### config.mk
export PLATFORM = sky130hd
export DESIGN_NAME = ubm_buffer_manager
export DESIGN_NICKNAME = d
export VERILOG_FILES = /design/src/ubm_pkg.sv /design/src/ubm_mem.sv /design/src/ubm_buffer_manager.sv
export SDC_FILE = /design/constraint.sdc
export NUM_CORES = 2
export LEC_CHECK = 0
export ABC_AREA = 0
export BUFFER_PORTS_ARGS = -buffer_cell sky130_fd_sc_hd__clkbuf_2
export CAP_MARGIN = 0
export CORE_UTILIZATION = 45
export DETAILED_ROUTE_END_ITERATION = 8
export GPL_ROUTABILITY_DRIVEN = 0
export HOLD_SLACK_MARGIN = 0.06
export PLACE_DENSITY = 0.71
export SKIP_CTS_REPAIR_TIMING = 1
export SLEW_MARGIN = 10
export SYNTH_ARGS = -nofsm -noshare
export SYNTH_HDL_FRONTEND = slang
export SYNTH_SLANG_ARGS = --single-unit
### constraint.sdc
create_clock -name sys_clk -period 5.5 [get_ports sys_clk]
set_input_delay 1.375 -clock sys_clk [delete_from_list [all_inputs] [get_ports sys_clk]]
set_output_delay 1.375 -clock sys_clk [all_outputs]
set_load 0.05 [all_outputs]
### src/ubm_pkg.sv
/*
 * package for the endpoint buffer manager: register offsets, field
 * positions, reset values, transfer types and timing figures.
 * assumes nothing beyond a SystemVerilog tool.
 */
package ubm_pkg;

	// ----------------------------------------------------------------
	// sizes
	// ----------------------------------------------------------------
	localparam int NUM_EP = 4;
	localparam int EP_W = 2;
	localparam int OFS_W = 7;           // byte position inside a page
	localparam int PAGE_BYTES = 128;
	localparam int MEM_AW = 8;          // page bit plus byte position
	localparam logic [6:0] CTRL_DEF_LEN = 7'h08;
	localparam logic [6:0] MAX_PKT_LEN = 7'h40;

	// ----------------------------------------------------------------
	// register offsets (8-bit address)
	// ----------------------------------------------------------------
	localparam logic [7:0] ADDR_SEL = 8'h00;     // endpoint select
	localparam logic [7:0] ADDR_OFFSET = 8'h01;  // buffer_offset_reg
	localparam logic [7:0] ADDR_DATA = 8'h02;    // buffer_data_reg
	localparam logic [7:0] ADDR_CTRL = 8'h03;    // endpoint_control_reg
	localparam logic [7:0] ADDR_LEN = 8'h04;     // endpoint_length_reg
	localparam logic [7:0] ADDR_STAT = 8'h05;    // endpoint status

	// ----------------------------------------------------------------
	// endpoint_control_reg fields
	// ----------------------------------------------------------------
	localparam int CTL_TYPE_LSB = 0;    // two bits: transfer type
	localparam int CTL_DIR_IN = 2;      // 1: device to host
	localparam int CTL_DUAL = 3;        // 1: dual buffer mode
	localparam int CTL_PAGE = 4;        // single mode page
	localparam int CTL_INC = 5;         // auto_increment_en
	localparam int CTL_FRAME_START_DONE_EN = 6;       // frame_start_done_en
	localparam logic [7:0] CTL_RESET = 8'h00;

	// ----------------------------------------------------------------
	// status fields; write one to RELEASE releases the cpu buffer
	// ----------------------------------------------------------------
	localparam int ST_USB_DONE = 0;     // usb_side_done_flag, write 1 clears
	localparam int ST_CPU_DONE = 1;     // cpu_side_done_flag, write 1 clears
	localparam int ST_UBF = 2;          // usb_buffer_full
	localparam int ST_CBF = 3;          // cpu_buffer_full
	localparam int ST_RELEASE = 4;      // write 1: release bit
	localparam int ST_CPU_PAGE = 5;     // page now owned by cpu

	// ----------------------------------------------------------------
	// transfer types
	// ----------------------------------------------------------------
	typedef enum logic [1:0] {
		XFER_CONTROL = 2'h0,
		XFER_ISO = 2'h1,
		XFER_INTR = 2'h2,
		XFER_BULK = 2'h3
	} ubm_xfer_e;

	// ----------------------------------------------------------------
	// timing
	// ----------------------------------------------------------------
	localparam int CLK_MHZ = 100;
	localparam int FRAME_MS = 1;

endpackage

### src/ubm_mem.sv
/*
 * buffer memory: two pages of 128 bytes, one write port, one read port.
 * assumes callers never write and read the same byte in one cycle.
 */
`timescale 1ns/10ps
module ubm_mem (
	// clock
	input wire logic sys_clk,
	// write port
	input wire logic wrEn,
	input wire logic [ubm_pkg::MEM_AW-1:0] wrAddr,
	input wire logic [7:0] wrData,
	// read port, data one cycle later
	input wire logic [ubm_pkg::MEM_AW-1:0] rdAddr,
	output logic [7:0] rdData
);

	logic [7:0] mem [0:2*ubm_pkg::PAGE_BYTES-1];

	// store and registered fetch
	always_ff @(posedge sys_clk) begin
		if (wrEn) begin
			mem[wrAddr] <= wrData;
		end
		rdData <= mem[rdAddr];
	end

endmodule

### src/ubm_buffer_manager.sv
/*
 * endpoint buffer manager: cpu register port on one side, usb serial
 * engine byte port on the other, two shared pages of buffer memory.
 * assumes the usb engine handles one endpoint at a time, gives start,
 * byte and end strobes, and that the cpu never reads and writes at once.
 */
// Added by the designer: the register addresses and the address-and-strobe port.
`timescale 1ns/10ps
module ubm_buffer_manager (
	// clock and reset
	input wire logic sys_clk,
	input wire logic rst_b,
	// cpu register port
	input wire logic [7:0] regAddr,
	input wire logic [7:0] regWrData,
	input wire logic regWr,
	input wire logic regRd,
	output logic [7:0] regRdData,
	// usb engine: endpoint and frame
	input wire logic [ubm_pkg::EP_W-1:0] usbEp,
	input wire logic usbSof,
	// usb engine: receive (host to device)
	input wire logic usbRxByte,
	input wire logic [7:0] usbRxData,
	input wire logic usbRxEnd,
	input wire logic usbRxOk,
	// usb engine: transmit (device to host)
	input wire logic usbTxStart,
	input wire logic usbTxByte,
	output logic [7:0] usbTxData,
	output logic usbTxReady,
	output logic [6:0] usbTxLen,
	input wire logic usbTxEnd
);

	localparam int N = ubm_pkg::NUM_EP;

	// ----------------------------------------------------------------
	// per endpoint state
	// ----------------------------------------------------------------
	logic [ubm_pkg::EP_W-1:0] epSel_q;
	logic [7:0] ctl_q [N];
	logic [6:0] len_q [N];
	logic [6:0] ofs_q [N];
	logic [N-1:0] usbDone_q, cpuDone_q, ubf_q, cbf_q, cpuPage_q;
	logic [6:0] rxCnt_q, txPtr_q;
	logic rdPending_q, rdMem_q;
	logic [7:0] rdReg_q;

	// type rule: interrupt forced in, endpoint 0 control and always in
	function automatic logic isIn(input logic [7:0] c, input int ep);
		if (ep == 0) begin
			return 1'b1;
		end
		if (c[1:0] == ubm_pkg::XFER_INTR) begin
			return 1'b1;
		end
		return c[ubm_pkg::CTL_DIR_IN];
	endfunction

	// usb page: other page in dual mode, shared page otherwise
	function automatic logic usbPage(input logic [7:0] c, input logic cp);
		return c[ubm_pkg::CTL_DUAL] ? ~cp : c[ubm_pkg::CTL_PAGE];
	endfunction

	// clip a length to the 64-byte packet limit
	function automatic logic [6:0] clipLen(input logic [6:0] l);
		return (l > ubm_pkg::MAX_PKT_LEN) ? ubm_pkg::MAX_PKT_LEN : l;
	endfunction

	// ----------------------------------------------------------------
	// decode of cpu accesses
	// ----------------------------------------------------------------
	logic [7:0] selCtl;
	logic selDual, selPage, selIn, selInc, cpuDataWr, cpuDataRd, relWr;
	logic [6:0] ofsNext;
	logic [6:0] selLen, selOfs;
	assign selCtl = ctl_q[epSel_q];
	assign selLen = len_q[epSel_q];
	assign selOfs = ofs_q[epSel_q];
	assign selDual = selCtl[ubm_pkg::CTL_DUAL];
	assign selPage = selDual ? cpuPage_q[epSel_q] : selCtl[ubm_pkg::CTL_PAGE];
	assign selIn = isIn(selCtl, int'(epSel_q));
	assign selInc = selCtl[ubm_pkg::CTL_INC];
	assign cpuDataWr = regWr && regAddr == ubm_pkg::ADDR_DATA && selIn;
	assign cpuDataRd = regRd && regAddr == ubm_pkg::ADDR_DATA;
	assign relWr = regWr && regAddr == ubm_pkg::ADDR_STAT && regWrData[ubm_pkg::ST_RELEASE];
	assign ofsNext = selOfs + 7'h01;

	// sequential end point reached by this access
	logic seqFull, seqEmpty;
	assign seqFull = cpuDataWr && selInc && ofsNext == selLen;
	assign seqEmpty = cpuDataRd && selInc && ofsNext == selLen;

	// ----------------------------------------------------------------
	// memory addressing
	// ----------------------------------------------------------------
	logic memWr;
	logic [ubm_pkg::MEM_AW-1:0] memWrAddr, memRdAddr;
	logic [7:0] memWrData, memRdData;
	logic usbEpIn;
	logic [7:0] usbCtl;
	assign usbCtl = ctl_q[usbEp];
	assign usbEpIn = isIn(usbCtl, int'(usbEp));

	// usb receive has the write port; a cpu write in the same cycle loses
	always_comb begin
		memWr = 1'b0;
		memWrAddr = '0;
		memWrData = usbRxData;
		if (usbRxByte && !ubf_q[usbEp]) begin
			memWr = 1'b1;
			memWrAddr = {usbPage(usbCtl, cpuPage_q[usbEp]), rxCnt_q};
		end else if (cpuDataWr && !cbf_q[epSel_q]) begin
			memWr = 1'b1;
			memWrAddr = {selPage, selOfs};
			memWrData = regWrData;
		end
	end

	// read port: usb transmit byte fetch, else cpu data read
	always_comb begin
		if (usbTxStart || usbTxByte) begin
			memRdAddr = {usbPage(usbCtl, cpuPage_q[usbEp]),
				usbTxByte ? txPtr_q + 7'h01 : 7'h00};
		end else begin
			memRdAddr = {selPage, selOfs};
		end
	end

	ubm_mem uMem (
		.sys_clk(sys_clk),
		.wrEn(memWr),
		.wrAddr(memWrAddr),
		.wrData(memWrData),
		.rdAddr(memRdAddr),
		.rdData(memRdData)
	);

	// ----------------------------------------------------------------
	// endpoint select and read pending
	// ----------------------------------------------------------------
	always_ff @(posedge sys_clk or negedge rst_b) begin
		if (!rst_b) begin
			epSel_q <= '0;
			rdPending_q <= 1'b0;
			rdMem_q <= 1'b0;
		end else begin
			rdPending_q <= regRd;
			rdMem_q <= cpuDataRd;
			if (regWr && regAddr == ubm_pkg::ADDR_SEL) begin
				epSel_q <= regWrData[ubm_pkg::EP_W-1:0];
			end
		end
	end

	// ----------------------------------------------------------------
	// usb byte counters
	// ----------------------------------------------------------------
	always_ff @(posedge sys_clk or negedge rst_b) begin
		if (!rst_b) begin
			rxCnt_q <= '0;
			txPtr_q <= '0;
		end else begin
			if (usbRxEnd) begin
				rxCnt_q <= '0;
			end else if (usbRxByte && !ubf_q[usbEp]) begin
				rxCnt_q <= rxCnt_q + 7'h01;
			end
			if (usbTxStart) begin
				txPtr_q <= '0;
			end else if (usbTxByte) begin
				txPtr_q <= txPtr_q + 7'h01;
			end
		end
	end

	// transmit data follows the registered memory read
	assign usbTxData = memRdData;
	assign usbTxLen = len_q[usbEp];

	// usb may read only a full buffer on a device-to-host endpoint
	always_comb begin
		usbTxReady = usbEpIn && ubf_q[usbEp];
	end

	// ----------------------------------------------------------------
	// per endpoint control, length, offset and buffer flags
	// ----------------------------------------------------------------
	always_ff @(posedge sys_clk or negedge rst_b) begin
		if (!rst_b) begin
			for (int e = 0; e < N; e++) begin
				ctl_q[e] <= ubm_pkg::CTL_RESET;
				len_q[e] <= ubm_pkg::CTRL_DEF_LEN;
				ofs_q[e] <= '0;
			end
			usbDone_q <= '0;
			cpuDone_q <= '0;
			ubf_q <= '0;
			cbf_q <= '0;
			cpuPage_q <= '0;
		end else begin
			for (int e = 0; e < N; e++) begin
				logic cFull, cEmpty, uFull, uEmpty, swap, isSel, isUsb;
				logic dual, epIn;
				cFull = 1'b0;
				cEmpty = 1'b0;
				uFull = 1'b0;
				uEmpty = 1'b0;
				isSel = epSel_q == e[ubm_pkg::EP_W-1:0];
				isUsb = usbEp == e[ubm_pkg::EP_W-1:0];
				dual = ctl_q[e][ubm_pkg::CTL_DUAL];
				epIn = isIn(ctl_q[e], e);
				// cpu register writes
				if (isSel && regWr && regAddr == ubm_pkg::ADDR_CTRL) begin
					ctl_q[e] <= (e == 0) ? {regWrData[7:2], 2'h0} : regWrData;
				end
				if (isSel && regWr && regAddr == ubm_pkg::ADDR_LEN) begin
					len_q[e] <= clipLen(regWrData[6:0]);
				end
				if (isSel && regWr && regAddr == ubm_pkg::ADDR_OFFSET) begin
					ofs_q[e] <= regWrData[6:0];
				end else if (isSel && (cpuDataWr || cpuDataRd) && selInc) begin
					ofs_q[e] <= ofsNext;
				end
				// cpu side full or empty
				if (isSel && epIn && (seqFull || relWr)) begin
					cFull = 1'b1;
					if (relWr && selInc && !seqFull) begin
						len_q[e] <= clipLen(selOfs);
					end
				end
				if (isSel && !epIn && (seqEmpty || relWr)) begin
					cEmpty = 1'b1;
				end
				if (usbSof && ctl_q[e][ubm_pkg::CTL_FRAME_START_DONE_EN] && epIn && !cbf_q[e]) begin
					cFull = 1'b1;
					if (ctl_q[e][ubm_pkg::CTL_INC]) begin
						len_q[e] <= clipLen(ofs_q[e]);
					end
				end
				// usb side events
				if (isUsb && !epIn && usbRxEnd && usbRxOk && !ubf_q[e]) begin
					uFull = 1'b1;
					len_q[e] <= clipLen(rxCnt_q);
				end
				if (isUsb && epIn && usbTxEnd && ubf_q[e]) begin
					uEmpty = 1'b1;
				end
				// flags: hardware set wins over software clear
				if (isSel && regWr && regAddr == ubm_pkg::ADDR_STAT) begin
					if (regWrData[ubm_pkg::ST_USB_DONE]) usbDone_q[e] <= 1'b0;
					if (regWrData[ubm_pkg::ST_CPU_DONE]) cpuDone_q[e] <= 1'b0;
				end
				if (cFull || cEmpty) cpuDone_q[e] <= 1'b1;
				if (uFull || uEmpty) usbDone_q[e] <= 1'b1;
				// buffer ownership
				if (!dual) begin
					// one shared page: direction says who holds it
					if (epIn) begin
						if (cFull) begin
							ubf_q[e] <= 1'b1;
							cbf_q[e] <= 1'b1;
							ofs_q[e] <= '0;
						end else if (uEmpty) begin
							ubf_q[e] <= 1'b0;
							cbf_q[e] <= 1'b0;
						end
					end else begin
						if (uFull) begin
							ubf_q[e] <= 1'b1;
							cbf_q[e] <= 1'b1;
							ofs_q[e] <= '0;
						end else if (cEmpty) begin
							ubf_q[e] <= 1'b0;
							cbf_q[e] <= 1'b0;
							ofs_q[e] <= '0;
						end
					end
				end else if (epIn) begin
					// cpu fills its page while usb drains the other
					logic cb, ub;
					cb = cbf_q[e] | cFull;
					ub = ubf_q[e] & ~uEmpty;
					swap = cb && !ub;
					if (swap) begin
						cpuPage_q[e] <= ~cpuPage_q[e];
						ubf_q[e] <= 1'b1;
						cbf_q[e] <= 1'b0;
						ofs_q[e] <= '0;
					end else begin
						ubf_q[e] <= ub;
						cbf_q[e] <= cb;
					end
				end else begin
					// receive: usb fills, cpu drains
					logic cb, ub;
					cb = cbf_q[e] & ~cEmpty;
					ub = ubf_q[e] | uFull;
					swap = ub && !cb;
					if (swap) begin
						cpuPage_q[e] <= ~cpuPage_q[e];
						ubf_q[e] <= 1'b0;
						cbf_q[e] <= 1'b1;
						ofs_q[e] <= '0;
					end else begin
						ubf_q[e] <= ub;
						cbf_q[e] <= cb;
					end
				end
			end
		end
	end

	// ----------------------------------------------------------------
	// register read data, valid the cycle after the strobe
	// ----------------------------------------------------------------
	always_ff @(posedge sys_clk or negedge rst_b) begin
		if (!rst_b) begin
			rdReg_q <= '0;
		end else if (regRd) begin
			case (regAddr)
				ubm_pkg::ADDR_SEL: rdReg_q <= {6'h00, epSel_q};
				ubm_pkg::ADDR_OFFSET: rdReg_q <= {1'b0, selOfs};
				ubm_pkg::ADDR_CTRL: rdReg_q <= selCtl;
				ubm_pkg::ADDR_LEN: rdReg_q <= {1'b0, selLen};
				ubm_pkg::ADDR_STAT: rdReg_q <= {2'h0, selPage, 1'b0,
					cbf_q[epSel_q], ubf_q[epSel_q], cpuDone_q[epSel_q],
					usbDone_q[epSel_q]};
				default: rdReg_q <= 8'h00;
			endcase
		end else if (rdPending_q) begin
			rdReg_q <= 8'h00;
		end
	end

	// data register answers straight from the memory output register
	assign regRdData = rdMem_q ? memRdData : rdReg_q;

endmodule

# [After elaboration in Yosys (flattened, before gate mapping)]
# Memories as Yosys holds them, arrays and structs flattened. A register that Yosys moved wholly into a read port is not among the register bits.
# Cells that the tools add are included.
[word_totals] ff_bits=132 latchBits=0 ramBits=2048 romBits=0 in_bits=37 wordCells=504 n_memories=1
[classes] add_sub_neg=3 n_mul=0 div=0 magnitude_cmp=11 eq_ne=23 shift=0 mux=227 bitwise_logic=28 reduce_logical=173
[mem_list] memory="uMem.mem" words=256 word_bits=8 rd=1 rd_ports_with_merged_regs=1 wr=1 line="ubm_mem.sv:18" rtl="logic [7:0] mem [0:2*ubm_pkg::PAGE_BYTES-1];"
[ops] operator="$mux W7" n=76
[ops] operator="$mux W1" n=126
[ops] operator="$logic_and A1 B1 Y1" n=97
[ops] operator="$mux W8" n=10
[ops] operator="$gt A7 B7 Y1 const B" n=7
[ops] operator="$reduce_bool A2 Y1" n=22
[ops] operator="$bmux W7 S2" n=3
[ops] operator="$pmux W8 S5" n=1
[ops] operator="$bmux W8 S2" n=2
[ops] operator="$reduce_and A2 Y1" n=12
[ops] operator="$add A7 B1 Y7 const B" n=3
[ops] operator="$logic_not A1 Y1" n=20
[ops] operator="$eq A2 B2 Y1 const B" n=9
[ops] operator="$eq A8 B2 Y1 const B" n=2
[ops] operator="$eq A8 B3 Y1 const B" n=2
[ops] operator="$bmux W1 S2" n=7
[ops] operator="$ne A4 B2 Y1 const B" n=3
[ops] operator="$not A1 Y1" n=12
[ops] operator="$reduce_bool A4 Y1" n=3
[ops] operator="$logic_or A1 B1 Y1" n=10
[ops] operator="$mux W5" n=2
[ops] operator="$reduce_and A3 Y1" n=3
[ops] operator="$eq A8 B1 Y1 const B" n=1
[ops] operator="$logic_not A2 Y1" n=4
[ops] operator="10 further kinds" n=28

# [Depth between registers and ports, before layout]
[logic_depth] ltp_word=21 depth_mapped=18

# [By module]
# From an unflattened synthesis, not the netlist that was laid out.
[unflattened] cells_unflattened=4731 hier_area_um2=88768.9
[by_module_without_submodules] mod="ubm_mem" instances=1 cells_per_inst=3733 area_per_inst_um2=79556.3
[by_module_without_submodules] mod="ubm_buffer_manager" instances=1 cells_per_inst=998 area_per_inst_um2=9212.6

# [Worst setup path after synthesis]
# OpenSTA, ideal clock, no wires.
[synth_path] path_type="input to register" start="input port regAddr[7]" end="memory uMem.mem[0][2] (data pin)" setup_time_ns=0.822 arrival_ns=6.302 required_ns=4.678 path_slack_ns=-1.624 stages=8 n_path_buf=2 cell_sequence="or4_1 > clkbuf_1 > nor4b_4 > nand3b_1 > nor4_4 > buf_2 > nand2_1 > nand2_1"
[synth_between] elab_chain_len=6
[synth_rtl] element="start, declared" line="ubm_buffer_manager.sv:14" rtl="input wire logic [7:0] regAddr,"
[synth_rtl] element="$eq A8 B2 Y1" line="ubm_buffer_manager.sv:85" rtl="assign cpuDataWr = regWr && regAddr == ubm_pkg::ADDR_DATA && selIn;"
[synth_rtl] element="$logic_and A1 B1 Y1 (2 in a row)" line="ubm_buffer_manager.sv:85"
[synth_rtl] element="$logic_and A1 B1 Y1" line="ubm_buffer_manager.sv:114" rtl="end else if (cpuDataWr && !cbf_q[epSel_q]) begin"
[synth_rtl] element="$mux W8" line="ubm_buffer_manager.sv:114"
[synth_rtl] element="$mux W8" line="ubm_buffer_manager.sv:111" rtl="if (usbRxByte && !ubf_q[usbEp]) begin"
[synth_rtl] element="via memWrData[2]" line="ubm_buffer_manager.sv:100" rtl="logic [7:0] memWrData, memRdData;"
[synth_rtl] element="end, declared" line="ubm_mem.sv:18"
# The timed path passes the listed nets, and every way through them passes these cells.

# [Final worst setup path]
[layout_path] start="register epSel_q[1] (netlist bit)" end="memory uMem.mem[14][0] (enable)"
[layout_between] elab_chain_len=15 word_cells_on_any_way=29 cone_classes="1 x eq/ne; 23 x mux; 1 x bitwise; 4 x reduce/logical"
[layout_rtl] element="start, declared" line="ubm_buffer_manager.sv:41" rtl="logic [ubm_pkg::EP_W-1:0] epSel_q;"
[layout_rtl] element="start signal, assigned" line="ubm_buffer_manager.sv:152" rtl="epSel_q <= regWrData[ubm_pkg::EP_W-1:0];"
[layout_rtl] element="$not A2 Y3 (not written as such)" line="ubm_buffer_manager.sv:78, ubm_buffer_manager.sv:80"
[layout_rtl] element="$bmux W8 S2" line="ubm_buffer_manager.sv:78" rtl="assign selCtl = ctl_q[epSel_q];"
[layout_rtl] element="$mux W8 (not written as such) (2 in a row)" line="ubm_buffer_manager.sv:78"
[layout_rtl] element="$eq A2 B2 Y1" line="ubm_buffer_manager.sv:55" rtl="if (c[1:0] == ubm_pkg::XFER_INTR) begin"
[layout_rtl] element="$mux W1 (2 in a row)" line="ubm_buffer_manager.sv:55"
[layout_rtl] element="$mux W1" line="ubm_buffer_manager.sv:58" rtl="return c[ubm_pkg::CTL_DIR_IN];"
[layout_rtl] element="$mux W1" line="ubm_buffer_manager.sv:55"
[layout_rtl] element="$logic_and A1 B1 Y1" line="ubm_buffer_manager.sv:85"
[layout_rtl] element="$logic_and A1 B1 Y1" line="ubm_buffer_manager.sv:114"
[layout_rtl] element="$mux W1" line="ubm_buffer_manager.sv:114"
[layout_rtl] element="$mux W1" line="ubm_buffer_manager.sv:111"
[layout_rtl] element="$mux W1" line="ubm_mem.sv:22" rtl="if (wrEn) begin"
[layout_rtl] element="$mux W1 (not written as such)" line="ubm_mem.sv:23" rtl="mem[wrAddr] <= wrData;"
# Several ways; a longest one is shown, not always the timed one. The select of a mux whose other input is x is not followed.

==> flow_summary_export.csv <==
group,metric,value,unit
run_status,status,"completed",
critical_path,worstPathRequired,5.99,ns
run,max_cap_violations,0,
detailed_routing,wl_per_cell,26.0,um
critical_path,r2r_start,"epSel_q[1]",
global_route,grt_max_degree,119,
clocking,cts.sinks,2188,
layout,postLayoutCellArea,105000,um2
die,fp-row-count,165,
power_and_ir_drop,power_density,348,nW/um2
synthesis,synth.avg_cell_area,13.2,um2
layout,finalNetCount,7216,
synthesis,ys.flop_type,"edfxtp_1",
die,coreArea,203000,um2
power_and_ir_drop,p_total,36.5,mW
die,die_w,455,um
synthesis,synth_area,92200,um2
global_route,overflow,0,
layout,final_cell_mix,"edfxtp_1 (2,048), nand2_1 (1,572), nor2_1 (441)",
sta,finalCritPeriodShare,0.966,
clocking,cts_root_buffer,"clkbuf_16",
critical_path,reg2regPathDepth,10,
power_and_ir_drop,ir_drop,0.298,mV
place,dpl_cell_area,97500,um2
worst_hold_path,hp-start,"rdReg_q[5]",
die,die_y,455,um
power_and_ir_drop,p_leak,36.4,nW
synthesis,async_flop_share,0.0603,
sta,setup_tns,0,ns
critical_path,crit_type,"reg2reg",
sta,setup_viol,0,
clocking,cts.reportedPaths.clkPinSlew,0.06,ns
critical_path,worst-r2r-setup-slack,0.19,ns
critical_path,cp_cell_sequence,"buf_4, nor2b_1, a22oi_1, a22oi_1, nor2_1, nand2_1, buf_4, o22a_1, nand2_1, nor2_1",
detailed_routing,drc_errors,0,
sta,maxSlewHeadroom,0.288,
critical_path,end_kind,"flop",
layout,filler_cell_count,16400,
worst_hold_path,min_path_type,"reg2reg",
sta,skew,0.0684,ns
clocking,clockBufferDepth,3,
worst_hold_path,min_to,"rdReg_q[5]",
detailed_routing,vias,61500,
synthesis,syn_inst,6997,
critical_path,crit_path_max_fanout,14,
detailed_routing,via_per_inst,6.13,
clocking,cts_buffers,214,
synthesis,yosys_warnings,0,
critical_path,cp_data_arrival_time,5.80,ns
layout,layout-drive-gt1-share,0.135,
synthesis,syn-num-nets,7039,
sta,finalHoldViolCount,0,
clocking,cts_tree,"done",
global_route,grt_pass1_wl,384000,um
synthesis,synth_cell_types,93,
die,start_util,0.454,
detailed_routing,drt_pass1_iterations,6,
sta,worst_slew_pin_slew,1.06,ns
layout,syn_to_final_growth,13.6,%
critical_path,max_stage_delay,0.78,ns
global_route,grt_pass1_vias,59200,
place,portBuffers,60,
layout,mostFrequentLayoutCell,"edfxtp_1",
global_route,grt_antenna_before_repair,14,
place,hpwl,164000,um
critical_path,r2r-end,"uMem.mem[14][0]",
clocking,htree_levels,4,
detailed_routing,drtIter0Drc,8540,
critical_path,worstSetupStartpointType,"flop",
die,die_area,207000,um2
synthesis,ys_ff_latch,2188,
sta,fmax,188,MHz
worst_hold_path,hold_depth,1,
synthesis,seq_area_frac_synth,0.705,
critical_path,cpMaxStageDelayCell,"a22oi_1",
detailed_routing,drt-total-wl,261000,um
sta,slew_viol_final,0,
sta,fin_hold_ws,0.485,ns
global_route,grt_usage,0.250,
synthesis,synth_edf_count,2048,
sta,rsz0062_at_grt,"no",
die,io_pins,61,
sta,period_needed,5.31,ns
detailed_routing,ant_nets,0,
clocking,clkLatencyLatePin,0.88,ns
==> per-layer routing <==
metal | vias to the layer above | routed length [um] | track usage
li1 | 26500 | - | -
met1 | 30400 | 101000 | 0.340
met2 | 3907 | 119000 | 0.384
met3 | 681 | 28800 | 0.0533
met4 | 16 | 12500 | 0.115
met5 | - | 106 | 0
==> worst max-delay path, delay by kind of cell, from the launching register on <==
family                 cells  cell delay [ns]
AOI/OAI and AO/OA          3             1.68
DFF                        1             0.69
buffers and inverters      2             0.60
and+or+nand+nor            5             1.93
==> metrics by stage <==
stage           util  setup WS [ns]  cells
3_5_place_dp   0.480        -0.0814   9630
3_3_place_gp   0.480        -0.0539   9630
2_1_floorplan      -       -0.00711   6997
5_1_grt        0.516         0.0766  10000
4_1_cts        0.516          0.350  10000
6_report       0.516          0.189  10000
==> cell type report <==
class,count,area (um2),area share
diodes,6,15.0,0.000143
clock buffers,272,5740,0.0548
clock inverters,127,1530,0.0146
inverters,12,45.0,0.000430
flip-flops and latches,2188,65000,0.620
well taps,2672,3340,0.0319
multi-input cells,4305,25100,0.239
repair buffers,453,4050,0.0386
==> logic make-up (layout without fill, tap and decap cells) <==
| logic type | Yosys count | in the layout | synth area share |
|---|---|---|---|
| adders and majority gates | 5 | 5 | 0.000679 |
| other | 0 | 6 | 0 |
| and+or+nand+nor | 3026 | 3026 | 0.145 |
| buffers and inverters | 504 | 864 | 0.0266 |
| xor gates and xnor gates | 33 | 33 | 0.00343 |
| AOI/OAI and AO/OA | 802 | 802 | 0.0577 |
| muxes | 439 | 439 | 0.0617 |
| DFF | 2188 | 2188 | 0.705 |
==> where the power goes <==
part | switching, mW | internal (mW) | total, mW
sequential | 0.122 | 18.3 | 18.4
clock | 6.37 | 8.68 | 15.1
combinational | 2.07 | 0.938 | 3.01
total | 8.56 | 27.9 | 36.5
==> flip-flops by register name, summed over array words and instances, names as in the netlist, 7 cells and up <==
register	flops
rxCnt_q	7
ctl_q	30
uMem.rdData	8
uMem.mem	2048
len_q	28
ofs_q	28
txPtr_q	7
rdReg_q	8
==> synth_stat cells, types with 15 or more instances <==
cell | count | area (um2)
nor2b_1 | 23 | 144
buf_2 | 198 | 991
nand2_1 | 1589 | 5960
mux4_2 | 98 | 2210
mux2_2 | 46 | 518
nand3b_1 | 15 | 113
and2_1 | 20 | 125
a32o_1 | 20 | 200
buf_6 | 25 | 282
nand3_1 | 434 | 2170
a221oi_1 | 31 | 272
a221o_1 | 18 | 180
edfxtp_1 | 2048 | 61500
buf_1 | 65 | 244
clkbuf_1 | 181 | 679
a32oi_1 | 109 | 955
nand2b_1 | 26 | 163
a21oi_1 | 276 | 1380
o21ai_0 | 183 | 916
nor2_1 | 442 | 1660
a41o_1 | 15 | 150
and3_1 | 63 | 394
a21o_1 | 15 | 113
or3_1 | 18 | 113
xor2_1 | 18 | 158
nand4_1 | 302 | 1890
dfrtp_1 | 128 | 3200
nor3b_1 | 23 | 173
buf_4 | 17 | 128
mux2i_1 | 293 | 2930
nor3_1 | 30 | 150
==> how the worst max path moves through the flow <==
stage,from,end,slack [ns],cells after the start
finish,epSel_q[1],uMem.mem[14][0],0.19,10
CTS,epSel_q[1],uMem.mem[14][2],0.35,10
global placement,usbTxByte,uMem.rdData[1],-0.05,13
floorplan,regAddr[7],uMem.mem[0][7],-0.007,8
detailed placement,usbTxByte,uMem.rdData[0],-0.08,13
global route,epSel_q[1],uMem.mem[14][2],0.08,10
Power figures use the tool's default switching activity.
